[src/mcs_regs.svh]
// Purpose: Opcodes, field positions, reset values and counts.
// Assumes: Included by the core only.
// Notes: Patterns with ? are matched by casez or ==?.
`ifndef MCS_REGS_SVH
`define MCS_REGS_SVH
`define OP_BR_TA0   8'h26
`define OP_BR_TA1   8'h36
`define OP_BR_TB0   8'h46
`define OP_BR_TB1   8'h56
`define OP_BR_NZ    8'h96
`define OP_BR_Z     8'hc6
`define OP_BR_TOF   8'h16
`define OP_JUMP     8'b???0_0100
`define OP_CALL     8'b???1_0100
`define OP_BACK     8'h83
`define OP_BACK_RS  8'h93
`define OP_XIRQ_EN  8'h05
`define OP_XIRQ_DIS 8'h15
`define OP_CLK_OUT  8'h75
`define OP_PBANK0   8'he5
`define OP_PBANK1   8'hf5
`define OP_RBANK0   8'hc5
`define OP_RBANK1   8'hd5
`define OP_A_PSW    8'hc7
`define OP_PSW_A    8'hd7
`define OP_TBL      8'ha3
`define OP_TBL3     8'he3
`define OP_XRD      8'b1000_000?
`define OP_XWR      8'b1001_000?
`define OP_NSWAP    8'b0011_000?
`define OP_EXP_RD   8'b0000_11??
`define OP_EXP_WR   8'b0011_11??
`define OP_EXP_AND  8'b1001_11??
`define OP_EXP_OR   8'b1000_11??
`define OP_BUS_IN   8'h08
`define OP_BUS_OUT  8'h02
`define OP_BUS_AND  8'h98
`define OP_BUS_OR   8'h88
`define OP_P1_AND   8'h99
`define OP_P2_AND   8'h9a
`define OP_P1_OR    8'h89
`define OP_P2_OR    8'h8a
`define OP_TIRQ_EN  8'h25
`define OP_TIRQ_DIS 8'h35
`define OP_A_TMR    8'h42
`define OP_TMR_A    8'h62
`define OP_CNT_STOP 8'h65
`define OP_CNT_EVT  8'h45
`define OP_CNT_TMR  8'h55
`define OP_CPL_C    8'ha7
`define OP_CPL_FA   8'h95
`define OP_CPL_FB   8'hb5
`define OP_CLR_C    8'h97
`define OP_CLR_FA   8'h85
`define OP_CLR_FB   8'ha5
`define AND_BIT     4
`define PSW_CY      7
`define PSW_FA      5
`define PSW_BS      4
`define PSW_HI      7:4
`define PSW_SP      2:0
`define PSW_FIXED   8'h08
`define PSW_RST     8'h08
`define RBANK0_BASE 7'h00
`define RBANK1_BASE 7'h18
`define STACK_BASE  7'h08
`define PAGE3       3'h3
`define TMR_PRE_END 5'h1f
`define TMR_MAX     8'hff
`endif

[src/mcs_pkg.sv]
// Purpose: Types shared by the controller core.
// Assumes: Nothing.
// Notes: Constants live in mcs_regs.svh.
package mcs_pkg;
  typedef enum logic {ST_FETCH, ST_SECOND} mcs_state_t;
  typedef enum logic [1:0] {CNT_STOP, CNT_TIMER, CNT_EVENT} mcs_mode_t;
endpackage : mcs_pkg

[src/mcs_core.sv]
// Purpose: Branch, control, move, I/O, call and timer execution core.
// Assumes: Inputs synchronous to mclk; memory reads answer at once.
// Notes: One machine cycle per mclk; other opcodes act as no-ops.
`timescale 1ns/1ps
`include "mcs_regs.svh"

module mcs_core (
  input  wire logic        mclk,
  input  wire logic        rst,
  output logic [11:0]      progAddr,
  input  wire logic [7:0]  progData,
  output logic [7:0]       xAddr,
  output logic [7:0]       xWrData,
  input  wire logic [7:0]  xRdData,
  output logic             xRd,
  output logic             xWr,
  input  wire logic [7:0]  p1In,
  input  wire logic [7:0]  p2In,
  output logic [7:0]       p1Out,
  output logic [7:0]       p2Out,
  input  wire logic [7:0]  busIn,
  output logic [7:0]       busOut,
  output logic             busOe,
  output logic             busRd,
  output logic             busWr,
  output logic [1:0]       expSel,
  output logic [3:0]       expWrData,
  input  wire logic [3:0]  expRdData,
  output logic             expWr,
  input  wire logic        testPinAIn,
  output logic             testPinAOut,
  output logic             testPinAOe,
  input  wire logic        testPinB,
  input  wire logic        extIrqN,
  output logic             extIrqReq,
  output logic             timerIrqReq,
  output logic             timerFlag
);

  mcs_pkg::mcs_state_t stQ;
  mcs_pkg::mcs_mode_t  modeQ;
  logic [11:0]         pcQ;
  logic [7:0]          accQ;
  logic [7:0]          pswQ;
  logic [7:0]          opQ;
  logic [7:0]          tmrQ;
  logic [7:0]          p1Q;
  logic [7:0]          p2Q;
  logic [7:0]          busQ;
  logic [7:0]          xAddrQ;
  logic [7:0]          xDataQ;
  logic [3:0]          expDataQ;
  logic [1:0]          expSelQ;
  logic [4:0]          preQ;
  logic                busOeQ;
  logic                busWrQ;
  logic                expWrQ;
  logic                f1Q;
  logic                mbQ;
  logic                xIrqEnQ;
  logic                tIrqEnQ;
  logic                clkOutQ;
  logic                stClkQ;
  logic                tfQ;
  logic                tbPrevQ;
  logic                xReqQ;
  logic                tReqQ;
  logic [7:0]          ram [0:127];

  wire logic        sec = (stQ == mcs_pkg::ST_SECOND);
  wire logic        fet = ~sec;
  wire logic [7:0]  op  = progData;
  wire logic [6:0]  rBase =
    pswQ[`PSW_BS] ? `RBANK1_BASE : `RBANK0_BASE;
  wire logic [6:0]  rAddr = rBase | {6'h00, op[0]};
  wire logic [6:0]  ptr = ram[rAddr][6:0];
  wire logic [2:0]  sp = pswQ[`PSW_SP];
  wire logic [2:0]  spDn = sp - 3'h1;
  wire logic [6:0]  pushLo = `STACK_BASE + {3'h0, sp, 1'b0};
  wire logic [6:0]  pushHi = pushLo | 7'h01;
  wire logic [6:0]  popLo = `STACK_BASE + {3'h0, spDn, 1'b0};
  wire logic [6:0]  popHi = popLo | 7'h01;
  wire logic [11:0] pcInc = pcQ + 12'h001;
  wire logic [11:0] jmpTgt = {mbQ, opQ[7:5], progData};
  wire logic [11:0] pageTgt = {pcQ[11:8], progData};
  wire logic        isAnd = opQ[`AND_BIT];
  wire logic [7:0]  portIn = opQ[1] ? p2In : p1In;
  wire logic [7:0]  portRes =
    isAnd ? (portIn & progData) : (portIn | progData);
  wire logic [7:0]  busRes =
    isAnd ? (busQ & progData) : (busQ | progData);
  wire logic [3:0]  expRes =
    isAnd ? (expRdData & accQ[3:0]) : (expRdData | accQ[3:0]);
  wire logic        callW = sec & (opQ ==? `OP_CALL);
  wire logic        swapW = fet & (op ==? `OP_NSWAP);
  wire logic        tmrLd = fet & (op == `OP_TMR_A);
  wire logic        tfClr = sec & (opQ == `OP_BR_TOF);
  wire logic        tick =
    (modeQ == mcs_pkg::CNT_TIMER) & (preQ == `TMR_PRE_END);
  wire logic        evt =
    (modeQ == mcs_pkg::CNT_EVENT) & tbPrevQ & ~testPinB;
  wire logic        inc = tick | evt;
  wire logic        ovf = inc & (tmrQ == `TMR_MAX);
  logic             brTaken;

  assign brTaken =
    (opQ == `OP_BR_TA0) ? ~testPinAIn :
    (opQ == `OP_BR_TA1) ? testPinAIn :
    (opQ == `OP_BR_TB0) ? ~testPinB :
    (opQ == `OP_BR_TB1) ? testPinB :
    (opQ == `OP_BR_NZ) ? (accQ != 8'h00) :
    (opQ == `OP_BR_Z) ? (accQ == 8'h00) :
    tfQ;

  // Table reads borrow the address lines in their second cycle
  assign progAddr =
    (sec && opQ == `OP_TBL) ? {pcQ[11:8], accQ} :
    (sec && opQ == `OP_TBL3) ? {pcQ[11], `PAGE3, accQ} :
    pcQ;

  assign xAddr       = xAddrQ;
  assign xWrData     = xDataQ;
  assign xRd         = sec & (opQ ==? `OP_XRD);
  assign xWr         = sec & (opQ ==? `OP_XWR);
  assign p1Out       = p1Q;
  assign p2Out       = p2Q;
  assign busOut      = busQ;
  assign busOe       = busOeQ;
  assign busRd       = sec & (opQ == `OP_BUS_IN);
  assign busWr       = busWrQ;
  assign expSel      = expSelQ;
  assign expWrData   = expDataQ;
  assign expWr       = expWrQ;
  assign testPinAOut = stClkQ;
  assign testPinAOe  = clkOutQ;
  assign extIrqReq   = xReqQ;
  assign timerIrqReq = tReqQ;
  assign timerFlag   = tfQ;

  // Internal data memory, no reset
  always_ff @(posedge mclk)
  begin
    if (swapW)
      ram[ptr] <= {ram[ptr][7:4], accQ[3:0]};
    if (callW)
    begin
      ram[pushLo] <= pcInc[7:0];
      ram[pushHi] <= {pswQ[`PSW_HI], pcInc[11:8]};
    end
  end

  // Timer, counter and interrupt request flops
  always_ff @(posedge mclk or posedge rst)
  begin
    if (rst)
    begin
      modeQ   <= mcs_pkg::CNT_STOP;
      tmrQ    <= 8'h00;
      preQ    <= 5'h00;
      tfQ     <= 1'b0;
      tbPrevQ <= 1'b0;
      stClkQ  <= 1'b0;
      xReqQ   <= 1'b0;
      tReqQ   <= 1'b0;
    end
    else
    begin
      tbPrevQ <= testPinB;
      stClkQ  <= ~stClkQ;
      preQ    <= preQ + 5'h01;
      if (fet && op == `OP_CNT_EVT)
        modeQ <= mcs_pkg::CNT_EVENT;
      if (fet && op == `OP_CNT_TMR)
      begin
        modeQ <= mcs_pkg::CNT_TIMER;
        preQ  <= 5'h00;
      end
      if (fet && op == `OP_CNT_STOP)
        modeQ <= mcs_pkg::CNT_STOP;
      if (tmrLd)
        tmrQ <= accQ;
      else if (inc)
        tmrQ <= tmrQ + 8'h01;
      // Overflow wins over the clear by the flag branch
      tfQ   <= ovf | (tfQ & ~tfClr);
      xReqQ <= xIrqEnQ & ~extIrqN;
      tReqQ <= tIrqEnQ & (ovf | tfQ);
    end
  end

  // Instruction sequencing
  always_ff @(posedge mclk or posedge rst)
  begin
    if (rst)
    begin
      stQ      <= mcs_pkg::ST_FETCH;
      pcQ      <= 12'h000;
      accQ     <= 8'h00;
      pswQ     <= `PSW_RST;
      opQ      <= 8'h00;
      p1Q      <= 8'hff;
      p2Q      <= 8'hff;
      busQ     <= 8'h00;
      busOeQ   <= 1'b0;
      busWrQ   <= 1'b0;
      xAddrQ   <= 8'h00;
      xDataQ   <= 8'h00;
      expSelQ  <= 2'h0;
      expDataQ <= 4'h0;
      expWrQ   <= 1'b0;
      f1Q      <= 1'b0;
      mbQ      <= 1'b0;
      xIrqEnQ  <= 1'b0;
      tIrqEnQ  <= 1'b0;
      clkOutQ  <= 1'b0;
    end
    else if (fet)
    begin
      pcQ    <= pcInc;
      opQ    <= op;
      busWrQ <= 1'b0;
      expWrQ <= 1'b0;
      unique casez (op)
        `OP_BR_TA0, `OP_BR_TA1, `OP_BR_TB0, `OP_BR_TB1,
        `OP_BR_NZ, `OP_BR_Z, `OP_BR_TOF, `OP_JUMP, `OP_CALL,
        `OP_BACK, `OP_BACK_RS, `OP_TBL, `OP_TBL3, `OP_BUS_IN,
        `OP_BUS_AND, `OP_BUS_OR, `OP_P1_AND, `OP_P2_AND,
        `OP_P1_OR, `OP_P2_OR:
          stQ <= mcs_pkg::ST_SECOND;
        `OP_XRD, `OP_XWR:
        begin
          stQ    <= mcs_pkg::ST_SECOND;
          xAddrQ <= ram[rAddr];
          xDataQ <= accQ;
        end
        `OP_EXP_RD, `OP_EXP_AND, `OP_EXP_OR:
        begin
          stQ     <= mcs_pkg::ST_SECOND;
          expSelQ <= op[1:0];
        end
        `OP_EXP_WR:
        begin
          expSelQ  <= op[1:0];
          expDataQ <= accQ[3:0];
          expWrQ   <= 1'b1;
        end
        `OP_BUS_OUT:
        begin
          busQ   <= accQ;
          busOeQ <= 1'b1;
          busWrQ <= 1'b1;
        end
        `OP_XIRQ_EN:
          xIrqEnQ <= 1'b1;
        `OP_XIRQ_DIS:
          xIrqEnQ <= 1'b0;
        `OP_TIRQ_EN:
          tIrqEnQ <= 1'b1;
        `OP_TIRQ_DIS:
          tIrqEnQ <= 1'b0;
        `OP_CLK_OUT:
          clkOutQ <= 1'b1;
        `OP_PBANK0:
          mbQ <= 1'b0;
        `OP_PBANK1:
          mbQ <= 1'b1;
        `OP_RBANK0:
          pswQ[`PSW_BS] <= 1'b0;
        `OP_RBANK1:
          pswQ[`PSW_BS] <= 1'b1;
        `OP_A_PSW:
          accQ <= pswQ;
        `OP_PSW_A:
          pswQ <= accQ | `PSW_FIXED;
        `OP_NSWAP:
          accQ[3:0] <= ram[ptr][3:0];
        `OP_A_TMR:
          accQ <= tmrQ;
        `OP_CPL_C:
          pswQ[`PSW_CY] <= ~pswQ[`PSW_CY];
        `OP_CLR_C:
          pswQ[`PSW_CY] <= 1'b0;
        `OP_CPL_FA:
          pswQ[`PSW_FA] <= ~pswQ[`PSW_FA];
        `OP_CLR_FA:
          pswQ[`PSW_FA] <= 1'b0;
        `OP_CPL_FB:
          f1Q <= ~f1Q;
        `OP_CLR_FB:
          f1Q <= 1'b0;
        default:
          ;
      endcase
    end
    else
    begin
      stQ    <= mcs_pkg::ST_FETCH;
      busWrQ <= 1'b0;
      expWrQ <= 1'b0;
      unique casez (opQ)
        `OP_BR_TA0, `OP_BR_TA1, `OP_BR_TB0, `OP_BR_TB1,
        `OP_BR_NZ, `OP_BR_Z, `OP_BR_TOF:
          pcQ <= brTaken ? pageTgt : pcInc;
        `OP_JUMP:
          pcQ <= jmpTgt;
        `OP_CALL:
        begin
          pcQ           <= jmpTgt;
          pswQ[`PSW_SP] <= sp + 3'h1;
        end
        `OP_BACK, `OP_BACK_RS:
        begin
          pcQ           <= {ram[popHi][3:0], ram[popLo]};
          pswQ[`PSW_SP] <= spDn;
          if (opQ == `OP_BACK_RS)
            pswQ[`PSW_HI] <= ram[popHi][7:4];
        end
        `OP_TBL, `OP_TBL3:
          accQ <= progData;
        `OP_XRD:
          accQ <= xRdData;
        `OP_BUS_IN:
        begin
          accQ   <= busIn;
          busOeQ <= 1'b0;
        end
        `OP_BUS_AND, `OP_BUS_OR:
        begin
          pcQ  <= pcInc;
          busQ <= busRes;
        end
        `OP_P1_AND, `OP_P2_AND, `OP_P1_OR, `OP_P2_OR:
        begin
          pcQ <= pcInc;
          if (opQ[1])
            p2Q <= portRes;
          else
            p1Q <= portRes;
        end
        `OP_EXP_RD:
          accQ <= {4'h0, expRdData};
        `OP_EXP_AND, `OP_EXP_OR:
        begin
          expDataQ <= expRes;
          expWrQ   <= 1'b1;
        end
        default:
          ;
      endcase
    end
  end

endmodule : mcs_core

[config.mk]
export PLATFORM = sky130hd
export DESIGN_NAME = mcs_core
export DESIGN_NICKNAME = d
export VERILOG_FILES = /design/src/mcs_pkg.sv /design/src/mcs_core.sv
export VERILOG_INCLUDE_DIRS = /design/src
export SDC_FILE = /design/constraint.sdc
export NUM_CORES = 2
export LEC_CHECK = 0
export BUFFER_PORTS_ARGS = -buffer_cell sky130_fd_sc_hd__buf_2
export CAP_MARGIN = 20
export CORE_MARGIN = 1
export CORE_UTILIZATION = 30
export CTS_CLUSTER_SIZE = 16
export DETAILED_ROUTE_END_ITERATION = 10
export SLEW_MARGIN = 20
export SYNTH_ARGS = -nofsm -noshare
export SYNTH_HDL_FRONTEND = slang
export SYNTH_SLANG_ARGS = --single-unit
[constraint.sdc]
create_clock -name mclk -period 6.1 [get_ports mclk]
set_input_delay 0.61 -clock mclk [delete_from_list [all_inputs] [get_ports mclk]]
set_output_delay 0.61 -clock mclk [all_outputs]
set_load 0.01 [all_outputs]
* Word level (Yosys, flattened, before mapping) *
Memories as Yosys holds them, arrays and structs flattened.
Cells that the tools add are included.

word-level totals
  word-level logic and storage cells = 273
  register bits = 109
  memories = 1
  ROM bits = 0
  input port bits = 49
  latch bits = 0
  memory bits (writable) = 1,024
  output and inout port bits = 69

operators by class
  reduce and logical (&&, ||, !) cells = 51
  $add $sub $neg = 7
  shift-type cells = 0
  equal/unequal tests = 86
  $mul = 0
  mux-type cells = 62
  magnitude comparators = 0
  bitwise gates (word level) = 33
  div/mod/pow operators = 0

memories
  memory  words  width  rd ports  clocked after Yosys merged registers in  write ports  line            RTL
  ram     128    8      4         0                                        2            mcs_core.sv:68  logic [7:0] ram [0:127];

operators with widths
  kind                                                                   number
  8-bit equality test, second input constant                             35
  8-bit by 7-bit equality test with 1-bit output, second input constant  10
  8-bit 2-to-1 mux                                                       10
  8-bit by 6-bit equality test with 1-bit output, second input constant  6
  12-bit case mux with 4 select lines                                    1
  8-bit case mux with 4 select lines                                     1
  7-bit equality test, second input constant                             4
  4-bit 2-to-1 mux                                                       7
  2-bit AND reduction                                                    13
  25-bit OR reduction                                                    1
  6-bit equality test, second input constant                             4
  8-bit by 5-bit equality test with 1-bit output, second input constant  3
  12-bit 2-to-1 mux                                                      2
  1-bit 2-to-1 mux                                                       22
  11-bit 2-to-1 mux                                                      2
  3-bit AND reduction                                                    6
  8-bit bitwise AND                                                      2
  8-bit by 4-bit equality test with 1-bit output, second input constant  2
  8-bit bitwise OR                                                       2
  4-bit nonzero test                                                     4
  5-bit equality test, second input constant                             3
  1-bit bitwise AND                                                      14
  2-bit nonzero test                                                     7
  12-bit by 1-bit adder with 12-bit output, second input constant        1
  41 further kinds                                                       77

* Logic depth before layout (Yosys ltp) *
  depth after elaboration = 10
  mapped depth = 14
  depth with buffers taken out = 10

* Worst setup path after synthesis *
No wires, ideal clock.

  kind = register to register
  from = reg opQ[0]
  to = mem ram[0][0] (data pin)
  arrival = 4.542 ns
  slack = 0.717 ns
  library setup time = 0.840 ns
  data required time = 5.260 ns
  buffers on the path = 2
  period minus slack after synthesis = 5.383 ns
  cell stages (with the launch flop) = 6
  path through = dfrtp_1 -> clkbuf_1 -> nor4b_2 -> nand3_1 -> clkbuf_1 -> o21ai_1

RTL lines
  item                    line             RTL
  start, declared         mcs_core.sv:45   logic [7:0] opQ;
  start signal, assigned  mcs_core.sv:220  opQ <= op;
  end, declared           mcs_core.sv:68

==> flow_summary.yaml <==
status:
  outcome: "finished clean"
worst_setup_path:
  cp.required_ns: 6.44
  end_kind: "flip-flop"
  worstPathMaxFanout: 96
  worst_ep_arrival_time_ns: 5.83
  start_kind: "flip-flop"
  path_class: "flip-flop to flip-flop"
clock_network:
  clk_pin_slew_worst_paths_ns: 0.07
  h-tree-depth: 3
  clock_tree.root_cell: "clkbuf_16"
  numClockSinks: 1133
  ctsResizeCount: 0
  cts_max_path_buffers: 3
  clock_latency_ns: 0.74
  cts-buffers-inserted: 113
  cts_tree: "built"
synth:
  synth_flop_cell: "edfxtp_1"
  synth_fp_nets: 3354
  synth_top_area_share: 0.624
  synth_edf_count: 1024
  synthTopCellsByArea: "edfxtp_1 62%, mux4_2 7.0%, dfrtp_1 4.7%"
  yosys_warnings: 0
  synthesis.instances: 3294
  synth-seq-area-share: 0.679
  syn_area_sq_um: 49300
  ys_types: 84
  syn_area_per_cell_sq_um: 15.0
  synth-seq-cells: 1133
  ys_async_sr_fraction: 0.0962
  synth_top_cell_by_area: "edfxtp_1"
timing:
  fmax_mhz: 182
  setup_violations: 0
  hold_viol_final: 0
  fin_crit_ns: 5.49
  maxSlewViolCount: 0
  clock_skew_ns: 0.0339
  min_period_over_period: 0.900
  slew_headroom: 0.149
  rsz0062_at_grt: "no"
  worstMarginPinSlew_ns: 1.28
  fin_tns_setup_ns: 0
power_and_ir_drop:
  p_int_w: 0.0144
  p_sw_w: 0.00565
  total_power_w: 0.0200
  pwr-share-clk: 0.357
  power.density_nw_per_um2: 353
  cellLeakagePower_nw: 18.8
  peakVddDrop_uv: 214
  power_frac_comb: 0.169
  swShare: 0.282
  seqPwrFrac: 0.474
die:
  dieHeight_microns: 407
  die-area_sq_um: 166000
  rows: 148
  start_util: 0.303
  coreArea_sq_um: 163000
  ios: 118
  die_width_microns: 407
drt:
  drtIter0Drc: 3980
  vias: 31200
  firstDrtPassIters: 8
  wl_per_cell_microns: 26.5
  wl_mm: 152
  ant_nets: 0
  remaining_drc_errors: 0
  routed_via_density: 5.44
final_layout:
  final_common_cell: "edfxtp_1"
  seqCellArea_sq_um: 33500
  layout_common_cells: "1,024 x edfxtp_1, 359 x nand2_1, 232 x nor2_1"
  final_nets: 3515
  multi_input_area_sq_um: 14800
  area_delta_synth_final_pct: 15.1
  final_core_util: 0.348
  fill_cells: 15600
  drive_gt1_frac: 0.210
place:
  routabilityCongestion: 0.916
  dp_hpwl_mm: 100
  port_buffers: 117
hold_path:
  hp-class: "primary input to flip-flop"
global_route:
  antenna_found_initial: 3
  overflow: 0
  grt_max_degree: 129
  grt_pass1_vias: 30000
  grt_pass1_wl_mm: 218
  grtUsageTotal: 0.178
job:
  max_cap_viol_count: 0
flip-flops by register name, indices dropped and copies added, names as in the netlist, 2 cells and up:
| register | flops |
|---|---|
| accQ | 8 |
| busOut | 8 |
| expSel | 2 |
| expWrData | 4 |
| modeQ | 2 |
| opQ | 8 |
| p1Out | 8 |
| p2Out | 8 |
| pcQ | 12 |
| preQ | 5 |
| pswQ | 7 |
| ram | 1024 |
| tmrQ | 8 |
| xAddr | 8 |
| xWrData | 8 |
per-layer routing:
layer  track usage  routed length, microns  part of all wire  vias up
met5             0                       0                 0        -
met4        0.0564                    4890             0.032        0
met3        0.0442                   15400              0.10      280
met2         0.274                   69100              0.45     1678
met1         0.247                   62700              0.41    16000
li1              -                       -                 -    13200
final timing paths:
| path | cells past startpoint | slack [ns] | endpoint | startpoint |
|---|---|---|---|---|
| max in group asynchronous | 4 | 4.24 | sec | rst |
| worst max register to register | 9 | 0.61 | ram[92][5] | pswQ[4] |
| worst min register to register | 1 | 0.41 | testPinAOut | testPinAOut |
| min in group asynchronous | 3 | 0.47 | expWrData[2] | rst |
| worst min-delay path | 1 | 0.05 | tbPrevQ | testPinB |
| worst max-delay path | 9 | 0.61 | ram[92][5] | pswQ[4] |
what timing repair did:
item | in CTS | in global routing
hold buffers | 2 | 0
setup buffers | 0 | 0
endpoints found under the hold margin | 30 | 0
power by group through the flow:
stage	Combinational [W]	Sequential, W	Clock (W)
2_1_floorplan	0.00202	0.00957	0
3_3_place_gp	0.00329	0.00964	0
3_5_place_dp	0.00334	0.00965	0
4_1_cts	0.00335	0.00949	0.00723
5_1_grt	0.00357	0.00952	0.00751
6_report	0.00338	0.00950	0.00715
logic make-up after synthesis:
group | count (synthesis) | share of synthesized area
compound gates | 531 | 0.0749
xor+xnor | 25 | 0.00444
fa+ha+maj | 18 | 0.00421
buf+inv | 246 | 0.0237
flops | 1133 | 0.679
mux | 433 | 0.129
simple gates | 908 | 0.0845
synth_stat cells, types with 19 or more instances:
library cell,number
a211oi_1,81
a21oi_1,83
a22oi_1,29
a311oi_1,48
a31oi_1,38
buf_2,73
buf_4,19
clkbuf_1,102
dfrtp_1,93
edfxtp_1,1024
inv_1,23
mux2_2,93
mux2i_1,187
mux4_2,153
nand2_1,360
nand3_1,78
nor2_1,234
nor2b_1,97
nor3_1,21
o21ai_0,93
o22ai_1,22
layout make-up:
cell class | count | area share
inverter | 24 | 0.00170
sequential | 1133 | 0.590
timing repair buffer | 268 | 0.0338
multi-input combinational | 1915 | 0.260
tap | 2175 | 0.0479
clock inverter | 86 | 0.0156
antenna | 1 | 0.0000441
clock buffer | 125 | 0.0510
critical path: stages (launching register included):
cell and delay, ns:
dfrtp_1 0.75, buf_4 0.34, mux4_4 0.70, buf_12 0.32, mux4_2 0.59, o211ai_1 0.20, nor3_1 0.09, nor4_2 0.76
nand4_4 0.61, buf_12 0.43
through the flow:
step           setup slack, ns  std cells  hold slack, ns  cell area (sq um)
2_1_floorplan            0.717       3294           0.433              49300
3_3_place_gp             0.755       5512           0.400              52900
3_5_place_dp             0.717       5512           0.406              52900
4_1_cts                  0.899       5725          0.0134              56700
5_1_grt                  0.568       5726          0.0328              56800
6_report                 0.610       5727          0.0534              56800
No activity file was read; power rests on OpenSTA's default activity.
